File: config.mk
export PLATFORM = sky130hd
export DESIGN_NAME = cpr_clock_pll_regs
export DESIGN_NICKNAME = d
export VERILOG_FILES = /design/src/logic/cpr_divider_sync.v /design/src/logic/cpr_lock_counter.v /design/src/logic/cpr_clock_pll_regs.v
export VERILOG_INCLUDE_DIRS = /design/src /design/src/logic
export SDC_FILE = /design/constraint.sdc
export NUM_CORES = 1
export LEC_CHECK = 0
export BUFFER_PORTS_ARGS = -buffer_cell sky130_fd_sc_hd__buf_4
export CAP_MARGIN = 25
export CORE_MARGIN = 2
export CORE_UTILIZATION = 49
export DETAILED_ROUTE_END_ITERATION = 10
export GPL_TIMING_DRIVEN = 0
export PLACE_DENSITY = 0.75
export REMOVE_ABC_BUFFERS = 1
export SYNTH_ARGS = -nofsm -noshare
export SYNTH_HDL_FRONTEND = slang
export SYNTH_HIERARCHICAL = 1
export SYNTH_SLANG_ARGS = --single-unit
export TNS_END_PERCENT = 5
File: constraint.sdc
create_clock -name clk -period 2.42 [get_ports clk]
set_clock_uncertainty 0.1 [all_clocks]
set_input_delay 0.484 -clock clk [delete_from_list [all_inputs] [get_ports clk]]
set_output_delay 0.484 -clock clk [all_outputs]
set_load 0.01 [all_outputs]
File: src/logic/cpr_regs_map.vh
`ifndef CPR_REGS_MAP_VH
`define CPR_REGS_MAP_VH

// ********************************************************************
// Register offsets on the serial host port.
// ********************************************************************
`define CPR_ADDR_W 16
`define CPR_OFS_OUTPUT_SOURCE 16'h0063
`define CPR_OFS_RESERVED_64 16'h0064
`define CPR_OFS_RESERVED_65 16'h0065
`define CPR_OFS_RESERVED_66 16'h0066
`define CPR_OFS_RESERVED_67 16'h0067
`define CPR_OFS_LOOP_FILTER 16'h0068
`define CPR_OFS_PLL_MODE 16'h0069
`define CPR_OFS_MANUAL_OSC 16'h006A
`define CPR_OFS_RESERVED_6B 16'h006B
`define CPR_OFS_PUMP_CURRENT 16'h006C

// ********************************************************************
// Field positions.
// ********************************************************************
`define CPR_BIT_SYNC_HOLD 7
`define CPR_SEL_HI 5
`define CPR_SEL_LO 4
`define CPR_RES_HI 5
`define CPR_RES_LO 3
`define CPR_CAP_HI 2
`define CPR_CAP_LO 1
`define CPR_BIT_BYPASS 0
`define CPR_BIT_CRYSTAL_ONLY 3
`define CPR_BIT_TIME_DIGITIZER_DISABLE 2
`define CPR_BIT_CNT_WIDTH 1
`define CPR_BIT_MANUAL_LOCK 0
`define CPR_OSC_HI 7
`define CPR_OSC_LO 5
`define CPR_LOCKSET_HI 4
`define CPR_LOCKSET_LO 0
`define CPR_PUMP_HI 4
`define CPR_PUMP_LO 0

// ********************************************************************
// Reset values of the fields.
// ********************************************************************
`define CPR_RST_SYNC_HOLD 1'h0
`define CPR_RST_SOURCE_SEL 2'h0
`define CPR_RST_SOURCE_EN 4'h1
`define CPR_RST_SERIES_RES 3'h1
`define CPR_RST_POLE_CAP 2'h1
`define CPR_RST_POLE_BYPASS 1'h1
`define CPR_RST_TIME_DIGITIZER_DISABLE 1'h0
`define CPR_RST_CRYSTAL_ONLY 1'h0
`define CPR_RST_CNT_WIDTH 1'h1
`define CPR_RST_MANUAL_LOCK 1'h0
`define CPR_RST_OSC_SEL 3'h1
`define CPR_RST_LOCK_SET 5'h0B
`define CPR_RST_PUMP 5'h00

// ********************************************************************
// Source codes for the fourth output and lock counter widths.
// ********************************************************************
`define CPR_SRC_PLL 2'h0
`define CPR_SRC_REF0 2'h1
`define CPR_SRC_REF1 2'h2
`define CPR_SRC_XTAL 2'h3
`define CPR_LOCK_WIDE 20
`define CPR_LOCK_NARROW 16

`endif

File: src/logic/cpr_divider_sync.v
`timescale 1ns/1ps

// ********************************************************************
// Output divider synchronisation: hold while set, common release.
// ********************************************************************
module cpr_divider_sync (
  // Clock and reset.
  input wire clk,
  input wire rst_b,
  // Sync hold bit from the register file.
  input wire syncHold,
  // Divider controls.
  output reg dividerHold_q,
  output reg dividerRelease_q
);

  // Held bit delayed by one cycle, used to find the falling edge.
  reg syncHoldDly_q;

  // One flop drives every divider reset, so all dividers leave reset on the
  // same clock edge; separate flops per divider could skew by a cycle.
  always @(posedge clk or negedge rst_b)
  begin
    if (!rst_b)
    begin
      syncHoldDly_q <= 1'h0;
      dividerHold_q <= 1'h0;
      dividerRelease_q <= 1'h0;
    end
    else
    begin
      syncHoldDly_q <= syncHold;
      // Dividers stay in reset exactly as long as the bit reads one.
      dividerHold_q <= syncHold;
      // A single pulse marks the common release point.
      dividerRelease_q <= syncHoldDly_q & ~syncHold;
    end
  end

endmodule

File: src/logic/cpr_lock_counter.v
`timescale 1ns/1ps

// ********************************************************************
// Digital lock counter for the analog PLL, 16 or 20 bits wide.
// ********************************************************************
module cpr_lock_counter #(
  parameter WIDE_BITS = 20,
  parameter NARROW_BITS = 16
) (
  // Clock and reset.
  input wire clk,
  input wire rst_b,
  // Width choice: one selects the wide accumulator.
  input wire wideCount,
  // Comparison results, already in the clock domain.
  input wire phaseTick,
  input wire phaseInWindow,
  // Lock indication.
  output reg lockDetected_q
);

  // Accumulator of consecutive in-window comparisons.
  reg [WIDE_BITS-1:0] count_q;
  // Terminal count for the selected width.
  wire [WIDE_BITS-1:0] termCount;
  // Full-scale values of both widths.
  wire [WIDE_BITS-1:0] wideFull;
  wire [WIDE_BITS-1:0] narrowFull;

  assign wideFull = {WIDE_BITS{1'b1}};
  assign narrowFull = {{(WIDE_BITS-NARROW_BITS){1'b0}}, {NARROW_BITS{1'b1}}};
  // The width bit only moves the terminal count.
  assign termCount = wideCount ? wideFull : narrowFull;

  // Any out-of-window comparison restarts the count and drops lock.
  always @(posedge clk or negedge rst_b)
  begin
    if (!rst_b)
    begin
      count_q <= {WIDE_BITS{1'b0}};
      lockDetected_q <= 1'h0;
    end
    else if (phaseTick)
    begin
      if (!phaseInWindow)
      begin
        count_q <= {WIDE_BITS{1'b0}};
        lockDetected_q <= 1'h0;
      end
      else if (count_q >= termCount)
      begin
        // Saturate; a narrowed width also reaches lock at once.
        lockDetected_q <= 1'h1;
      end
      else
      begin
        count_q <= count_q + {{(WIDE_BITS-1){1'b0}}, 1'b1};
      end
    end
  end

endmodule

File: src/logic/cpr_clock_pll_regs.v
// Summary of operation
// - Sync bit one holds output dividers reset.
// - Sync bit falling releases all dividers together.
// - Two-bit selector picks fourth output source.
// - Reserved bits written zero, read undefined.
// - Three-bit series resistance code, reset 001b.
// - Two-bit second-pole capacitance code, reset 01b.
// - Bypass bit one skips second pole.
// - Converter disable bit, reset zero, enabled.
// - Crystal-only bit selects pure synthesis mode.
// - Width bit picks 20- or 16-bit counter.
`timescale 1ns/1ps
`include "cpr_regs_map.vh"

module cpr_clock_pll_regs #(
  parameter LOCK_WIDE_BITS = `CPR_LOCK_WIDE,
  parameter LOCK_NARROW_BITS = `CPR_LOCK_NARROW
) (
  // Clock and reset.
  input wire clk,
  input wire rst_b,
  // Register access from the serial host port engine.
  input wire [`CPR_ADDR_W-1:0] hostAddr,
  input wire hostWrEn,
  input wire [7:0] hostWrData,
  input wire hostRdEn,
  output reg [7:0] hostRdData_q,
  output reg hostRdValid_q,
  // Output divider synchronisation.
  output wire dividerHold_q,
  output wire dividerRelease_q,
  // Fourth output source: code and one-hot enables.
  output reg [1:0] fourthOutputSourceSelect_q,
  output reg [3:0] fourthSourceEnable_q,
  // Analog loop filter settings.
  output reg [2:0] filterSeriesResistance_q,
  output reg [1:0] secondPoleCapacitance_q,
  output reg secondPoleBypass_q,
  // PLL mode settings.
  output reg timeDigitizerDisable_q,
  output reg crystalOnlySynthesis_q,
  output reg lockCounterWidth_q,
  output reg lockManualOverride_q,
  output reg [2:0] manualOscillatorSelect_q,
  output reg [4:0] manualLockSetting_q,
  output reg [4:0] pumpCurrentCode_q,
  // Lock comparison pins from the analog PLL, asynchronous.
  input wire phaseTickPin,
  input wire phaseInWindowPin,
  // Lock indication.
  output wire lockDetected_q
);

  // ******************************************************************
  // Functions.
  // ******************************************************************

  // Turns a source code into one enable per possible source.
  function [3:0] sourceOneHot;
    input [1:0] code;
    begin
      case (code)
        `CPR_SRC_PLL: sourceOneHot = 4'h1;
        `CPR_SRC_REF0: sourceOneHot = 4'h2;
        `CPR_SRC_REF1: sourceOneHot = 4'h4;
        `CPR_SRC_XTAL: sourceOneHot = 4'h8;
        default: sourceOneHot = 4'h1;
      endcase
    end
  endfunction

  // ******************************************************************
  // Address decode.
  // ******************************************************************

  // One strobe per writable register.
  wire wrSource;
  wire wrFilter;
  wire wrMode;
  wire wrOsc;
  wire wrPump;
  // Sync hold bit as stored.
  reg syncHoldBit_q;

  // Writes to reserved offsets fall through every strobe and are dropped,
  // since nothing there may hold state.
  assign wrSource = hostWrEn & (hostAddr == `CPR_OFS_OUTPUT_SOURCE);
  assign wrFilter = hostWrEn & (hostAddr == `CPR_OFS_LOOP_FILTER);
  assign wrMode = hostWrEn & (hostAddr == `CPR_OFS_PLL_MODE);
  assign wrOsc = hostWrEn & (hostAddr == `CPR_OFS_MANUAL_OSC);
  assign wrPump = hostWrEn & (hostAddr == `CPR_OFS_PUMP_CURRENT);

  // ******************************************************************
  // Output source control register.
  // ******************************************************************

  // The enables follow the code one cycle later, so the switch point is
  // a clean register edge rather than a decode glitch.
  always @(posedge clk or negedge rst_b)
  begin
    if (!rst_b)
    begin
      syncHoldBit_q <= `CPR_RST_SYNC_HOLD;
      fourthOutputSourceSelect_q <= `CPR_RST_SOURCE_SEL;
      fourthSourceEnable_q <= `CPR_RST_SOURCE_EN;
    end
    else
    begin
      if (wrSource)
      begin
        // Reserved positions are not stored.
        syncHoldBit_q <= hostWrData[`CPR_BIT_SYNC_HOLD];
        fourthOutputSourceSelect_q <= hostWrData[`CPR_SEL_HI:`CPR_SEL_LO];
      end
      // Exactly one source drives the fourth output.
      fourthSourceEnable_q <= sourceOneHot(fourthOutputSourceSelect_q);
    end
  end

  // ******************************************************************
  // Loop filter register.
  // ******************************************************************

  // Codes pass straight to the analog filter; values are not checked
  // because every code is a legal setting.
  always @(posedge clk or negedge rst_b)
  begin
    if (!rst_b)
    begin
      filterSeriesResistance_q <= `CPR_RST_SERIES_RES;
      secondPoleCapacitance_q <= `CPR_RST_POLE_CAP;
      secondPoleBypass_q <= `CPR_RST_POLE_BYPASS;
    end
    else if (wrFilter)
    begin
      // Eight resistor codes.
      filterSeriesResistance_q <= hostWrData[`CPR_RES_HI:`CPR_RES_LO];
      // Four capacitor codes.
      secondPoleCapacitance_q <= hostWrData[`CPR_CAP_HI:`CPR_CAP_LO];
      // One bypasses the second pole.
      secondPoleBypass_q <= hostWrData[`CPR_BIT_BYPASS];
    end
  end

  // ******************************************************************
  // PLL mode register.
  // ******************************************************************

  // The free-run forcing that must go with crystal-only mode lives in the
  // digital PLL block; this bank does not enforce it.
  always @(posedge clk or negedge rst_b)
  begin
    if (!rst_b)
    begin
      timeDigitizerDisable_q <= `CPR_RST_TIME_DIGITIZER_DISABLE;
      crystalOnlySynthesis_q <= `CPR_RST_CRYSTAL_ONLY;
      lockCounterWidth_q <= `CPR_RST_CNT_WIDTH;
      lockManualOverride_q <= `CPR_RST_MANUAL_LOCK;
    end
    else if (wrMode)
    begin
      // One turns the converter off.
      timeDigitizerDisable_q <= hostWrData[`CPR_BIT_TIME_DIGITIZER_DISABLE];
      // One makes the PLL a crystal-only synthesizer.
      crystalOnlySynthesis_q <= hostWrData[`CPR_BIT_CRYSTAL_ONLY];
      // Lock counter width.
      lockCounterWidth_q <= hostWrData[`CPR_BIT_CNT_WIDTH];
      lockManualOverride_q <= hostWrData[`CPR_BIT_MANUAL_LOCK];
    end
  end

  // ******************************************************************
  // Manual oscillator and pump current registers.
  // ******************************************************************

  // These fill every bit of their byte apart from the pump's top three.
  always @(posedge clk or negedge rst_b)
  begin
    if (!rst_b)
    begin
      manualOscillatorSelect_q <= `CPR_RST_OSC_SEL;
      manualLockSetting_q <= `CPR_RST_LOCK_SET;
      pumpCurrentCode_q <= `CPR_RST_PUMP;
    end
    else
    begin
      if (wrOsc)
      begin
        // Stored and read back as written.
        manualOscillatorSelect_q <= hostWrData[`CPR_OSC_HI:`CPR_OSC_LO];
        manualLockSetting_q <= hostWrData[`CPR_LOCKSET_HI:`CPR_LOCKSET_LO];
      end
      if (wrPump)
      begin
        pumpCurrentCode_q <= hostWrData[`CPR_PUMP_HI:`CPR_PUMP_LO];
      end
    end
  end

  // ******************************************************************
  // Read path.
  // ******************************************************************

  // Read byte assembled from the current field values.
  reg [7:0] rdMux;

  // Reserved positions and reserved offsets return zero; software must
  // not rely on that.
  always @*
  begin
    rdMux = 8'h00;
    case (hostAddr)
      `CPR_OFS_OUTPUT_SOURCE:
      begin
        rdMux[`CPR_BIT_SYNC_HOLD] = syncHoldBit_q;
        rdMux[`CPR_SEL_HI:`CPR_SEL_LO] = fourthOutputSourceSelect_q;
      end
      `CPR_OFS_LOOP_FILTER:
      begin
        rdMux[`CPR_RES_HI:`CPR_RES_LO] = filterSeriesResistance_q;
        rdMux[`CPR_CAP_HI:`CPR_CAP_LO] = secondPoleCapacitance_q;
        rdMux[`CPR_BIT_BYPASS] = secondPoleBypass_q;
      end
      `CPR_OFS_PLL_MODE:
      begin
        rdMux[`CPR_BIT_TIME_DIGITIZER_DISABLE] = timeDigitizerDisable_q;
        rdMux[`CPR_BIT_CRYSTAL_ONLY] = crystalOnlySynthesis_q;
        rdMux[`CPR_BIT_CNT_WIDTH] = lockCounterWidth_q;
        rdMux[`CPR_BIT_MANUAL_LOCK] = lockManualOverride_q;
      end
      `CPR_OFS_MANUAL_OSC:
      begin
        rdMux[`CPR_OSC_HI:`CPR_OSC_LO] = manualOscillatorSelect_q;
        rdMux[`CPR_LOCKSET_HI:`CPR_LOCKSET_LO] = manualLockSetting_q;
      end
      `CPR_OFS_PUMP_CURRENT:
      begin
        rdMux[`CPR_PUMP_HI:`CPR_PUMP_LO] = pumpCurrentCode_q;
      end
      default:
      begin
        rdMux = 8'h00;
      end
    endcase
  end

  // Read data is registered; it holds until the next read.
  always @(posedge clk or negedge rst_b)
  begin
    if (!rst_b)
    begin
      hostRdData_q <= 8'h00;
      hostRdValid_q <= 1'h0;
    end
    else
    begin
      hostRdValid_q <= hostRdEn;
      if (hostRdEn)
      begin
        // Reads return the stored fields, with zero in reserved positions and offsets.
        hostRdData_q <= rdMux;
      end
    end
  end

  // ******************************************************************
  // Pin synchronisers for the lock comparison inputs.
  // ******************************************************************

  // Two-stage synchronisers; only the second stage is read further on.
  reg [1:0] tickMeta_q;
  reg [1:0] windowMeta_q;
  reg tickSyncDly_q;
  // Fills with ones over the first edges after reset; until it is full the
  // delayed copy may not match the pin yet, so any edge seen then is false.
  reg [2:0] tickArmed_q;
  wire tickEdge;

  // The tick pin is a level toggled per comparison, so an edge is one
  // event; it must change slower than half the clock rate.
  always @(posedge clk or negedge rst_b)
  begin
    if (!rst_b)
    begin
      tickMeta_q <= 2'h0;
      windowMeta_q <= 2'h0;
      tickSyncDly_q <= 1'h0;
      tickArmed_q <= 3'h0;
    end
    else
    begin
      tickMeta_q <= {tickMeta_q[0], phaseTickPin};
      windowMeta_q <= {windowMeta_q[0], phaseInWindowPin};
      tickSyncDly_q <= tickMeta_q[1];
      tickArmed_q <= {tickArmed_q[1:0], 1'h1};
    end
  end

  // A pin left high through reset would otherwise look like a toggle. The
  // price is that a real toggle before the first edge after reset is not counted.
  assign tickEdge = tickArmed_q[2] & (tickMeta_q[1] ^ tickSyncDly_q);

  // ******************************************************************
  // Submodules.
  // ******************************************************************

  // Divider hold and common release.
  cpr_divider_sync uSync (
    .clk(clk),
    .rst_b(rst_b),
    .syncHold(syncHoldBit_q),
    .dividerHold_q(dividerHold_q),
    .dividerRelease_q(dividerRelease_q)
  );

  // Lock accumulator whose width the mode register sets.
  cpr_lock_counter #(
    .WIDE_BITS(LOCK_WIDE_BITS),
    .NARROW_BITS(LOCK_NARROW_BITS)
  ) uLock (
    .clk(clk),
    .rst_b(rst_b),
    .wideCount(lockCounterWidth_q),
    .phaseTick(tickEdge),
    .phaseInWindow(windowMeta_q[1]),
    .lockDetected_q(lockDetected_q)
  );

endmodule

==> impl_metrics.json <==
{
  "drt_pre_antenna_iters": 4,
  "design.core.area_um2": 6790,
  "grt_max_degree": 71,
  "cp.required_ns": 2.56,
  "period_needed_ns": 2.45,
  "failed_checks": "setup timing",
  "vias_after_detailed_routing": 2733,
  "ys_seq_area_frac": 0.514,
  "ios": 71,
  "cts-hold-fix-buffers": 0,
  "synth_top_area_cell": "dfrtp_1",
  "dr.first_iter.drc_count": 161,
  "finalInstanceArea_um2": 4370,
  "grt_setup_unrepaired": "true",
  "antenna_cells_inserted": 0,
  "maxCapViolations": 0,
  "synth_area_um2": 3430,
  "cts_htree_levels": 3,
  "ys_seq_elements": 70,
  "start_util": 0.505,
  "slack_of_the_worst_reg_to_reg_path_ns": -0.03,
  "clk_pin_slew_ns": 0.08,
  "wl_per_cell_um": 16.8,
  "postPlaceCellArea_um2": 4010,
  "clock.fmax_mhz": 408,
  "crit_path_start_kind": "flop",
  "worstHoldPathType": "in2async",
  "power_density_of_the_placed_cells_nw_per_um2": 516,
  "floorplan.rows": 30,
  "finalHoldViolCount": 0,
  "postSynthAreaPerCell_um2": 11.9,
  "status": "finished with violations",
  "grt_first_pass_wirelength_um": 12900,
  "crit_buf_inv": 1,
  "top_signal_layer_used": "met4",
  "cts_root_buffer": "clkbuf_8",
  "critPathMaxStageDelay_ns": 0.63,
  "hpwl_um": 5270,
  "peakVddDrop_v": 0.000321,
  "met2WireLength_um": 3980,
  "max_slew_margin": 0.427,
  "track_usage": 0.216,
  "fp.dieW_um": 87.6,
  "async_flop_share": 1.00,
  "yosys_warnings": 6,
  "numCtsBuffers": 9,
  "crit_chain": "ha_2 > nand4_1 > or4_4 > o2111a_2 > buf_4 > a21o_1 > a21o_1",
  "drt_drc_violations_left": 0,
  "cp_common_cell": "a21o_1",
  "preCtsSetupSlack_ns": -0.553,
  "fin_nets": 406,
  "finalSetupViolations": 2,
  "worstSetupEndpointType": "flop",
  "grt_antenna_before_repair": 0,
  "dr_wl_met3_um": 421,
  "measured_slew_at_the_worst_slew_check_pin_ns": 0.859,
  "final-max-slew-violation-count": 0,
  "synthesis.instances": 287,
  "leakage_nw": 2.06,
  "synth_enable_flop_cells": 0,
  "cts-root-to-sink-buffers": 2,
  "routed_wirelength_um": 7930,
  "worst_r2r_path_depth": 7,
  "post-route-worst-setup-slack_ns": -0.0288,
  "avgViaCountPerCell": 5.79,
  "floorplan.die.height_um": 87.6,
  "drive_above_1_share": 0.447,
  "drt-met1-wl_um": 3420,
  "timing_worst_setup_path_type": "reg2reg",
  "cts_tree": "yes",
  "cell_with_the_biggest_individual_delay_on_the_critical_path": "or4_4",
  "critical_path.top_delay_family": "simple AND/OR/NAND/NOR gates",
  "synth_top_cells_by_area": "dfrtp_1 (45%), dfstp_2 (6.9%), mux2_2 (6.6%), mux2_4 (3.5%), o21ai_0 (2.6%)",
  "grt.overflow.total": 0,
  "synth_ff_type": "dfrtp_1",
  "worst-endpoint-arrival_ns": 2.59,
  "final_util": 0.644,
  "total_power_mw": 2.26,
  "worstSkewPairLatency_ns": 0.35,
  "first_global_vias": 2690,
  "synth_cell_types": 60,
  "worstReg2RegEnd": "uLock/count_q[3]",
  "synth_top_area_frac": 0.445,
  "cts_sinks": 70,
  "routabilityCongestion": 0.789,
  "worstReg2RegStart": "uLock/count_q[0]",
  "die-area_um2": 7680,
  "timing.final.crit_share": 1.01,
  "postRouteAntennaNets": 0,
  "worst-path-max-fanout": 8,
  "syn2layout_area_growth_pct": 27.6,
  "port_buffers": 70
}
==> power breakdown <==
group | internal, mW | switching, mW | leakage [nW]
sequential | 1.18 | 0.0149 | 0.923
clock | 0.386 | 0.494 | 0.0881
combinational | 0.0830 | 0.0940 | 1.05
==> layer usage <==
layer,up-vias,GRT usage
met2,83,0.363
li1,1273,-
met5,-,0
met3,12,0.0471
met1,1365,0.282
met4,0,0.0629
==> sequential cells by signal, indices dropped and copies added (netlist names), 2 cells and up <==
name	count
manualLockSetting_q	5
hostRdData_q	8
secondPoleCapacitance_q	2
tickArmed_q	3
fourthOutputSourceSelect_q	2
fourthSourceEnable_q	4
windowMeta_q	2
pumpCurrentCode_q	5
filterSeriesResistance_q	3
uLock/count_q	20
manualOscillatorSelect_q	3
tickMeta_q	2
==> synth_stat cells (5+ instances only) <==
cell and count:
o21ai_0 18, mux2_2 20, mux2_4 8, a31oi_1 6, nand2_1 13, nand3_1 15, dfstp_2 9, or4bb_1 5
nand4_1 9, a21oi_1 10, ha_1 5, dfrtp_1 61, nor2_1 10, inv_1 13
==> cells by family after synthesis <==
| logic type | Yosys count | share of synthesized area |
|---|---|---|
| compound gates | 71 | 0.148 |
| xor+xnor | 1 | 0.00256 |
| fa+ha+maj | 5 | 0.0182 |
| buf+inv | 22 | 0.0339 |
| flops | 70 | 0.514 |
| mux | 29 | 0.104 |
| other cells | 1 | 0.00109 |
| simple gates | 88 | 0.178 |
==> worst max-delay path by stage <==
stage / start / endpoint / slack, ns / depth (start not counted)
2_1_floorplan: hostAddr[13] / manualLockSetting_q[2] / -0.08 / 4
3_3_place_gp: hostAddr[13] / manualLockSetting_q[2] / -0.53 / 5
3_5_place_dp: hostAddr[13] / manualLockSetting_q[4] / -0.55 / 5
4_1_cts: uLock/count_q[0] / uLock/count_q[8] / -0.003 / 8
5_1_grt: uLock/count_q[0] / uLock/count_q[8] / -0.12 / 8
6_report: uLock/count_q[0] / uLock/count_q[3] / -0.03 / 7
==> area by class of cell <==
| class | instances | area (µm²) |
|---|---|---|
| Fill cell | 550 | 2420 |
| Sequential cell | 70 | 1760 |
| Multi-Input combinational cell | 195 | 1620 |
| Timing Repair Buffer | 82 | 641 |
| Clock buffer | 9 | 124 |
| Tap cell | 96 | 120 |
| Clock inverter | 7 | 57.6 |
| Inverter | 13 | 48.8 |
==> cell usage in the layout, fill, tap and decap left out, types with 8 or more instances in the layout <==
master,Yosys,layout
mux2_2,20,20
clkbuf_8,0,9
a21oi_1,10,8
o21ai_0,18,12
nand4_1,9,9
nand2_1,13,12
dfstp_2,9,9
nor2_1,10,10
dfrtp_1,61,61
nand3_1,15,15
mux2_4,8,8
buf_4,0,80
inv_1,13,12
==> through the flow <==
step           hold WS, ns  setup TNS, ns  instances
2_1_floorplan       0.0884         -0.543        278
3_3_place_gp         0.233         -13.73        444
3_5_place_dp         0.237         -15.73        444
4_1_cts              0.127       -0.00270        469
5_1_grt              0.124         -0.944        472
6_report             0.140        -0.0360        472
==> timing repair <==
item                       CTS  global route
buffers inserted             9             3
pin swaps                    7             6
setup endpoints to repair   32            27
gates resized for setup      7            15
gates cloned                 0             0
No activity file was read; power rests on OpenSTA's default activity.
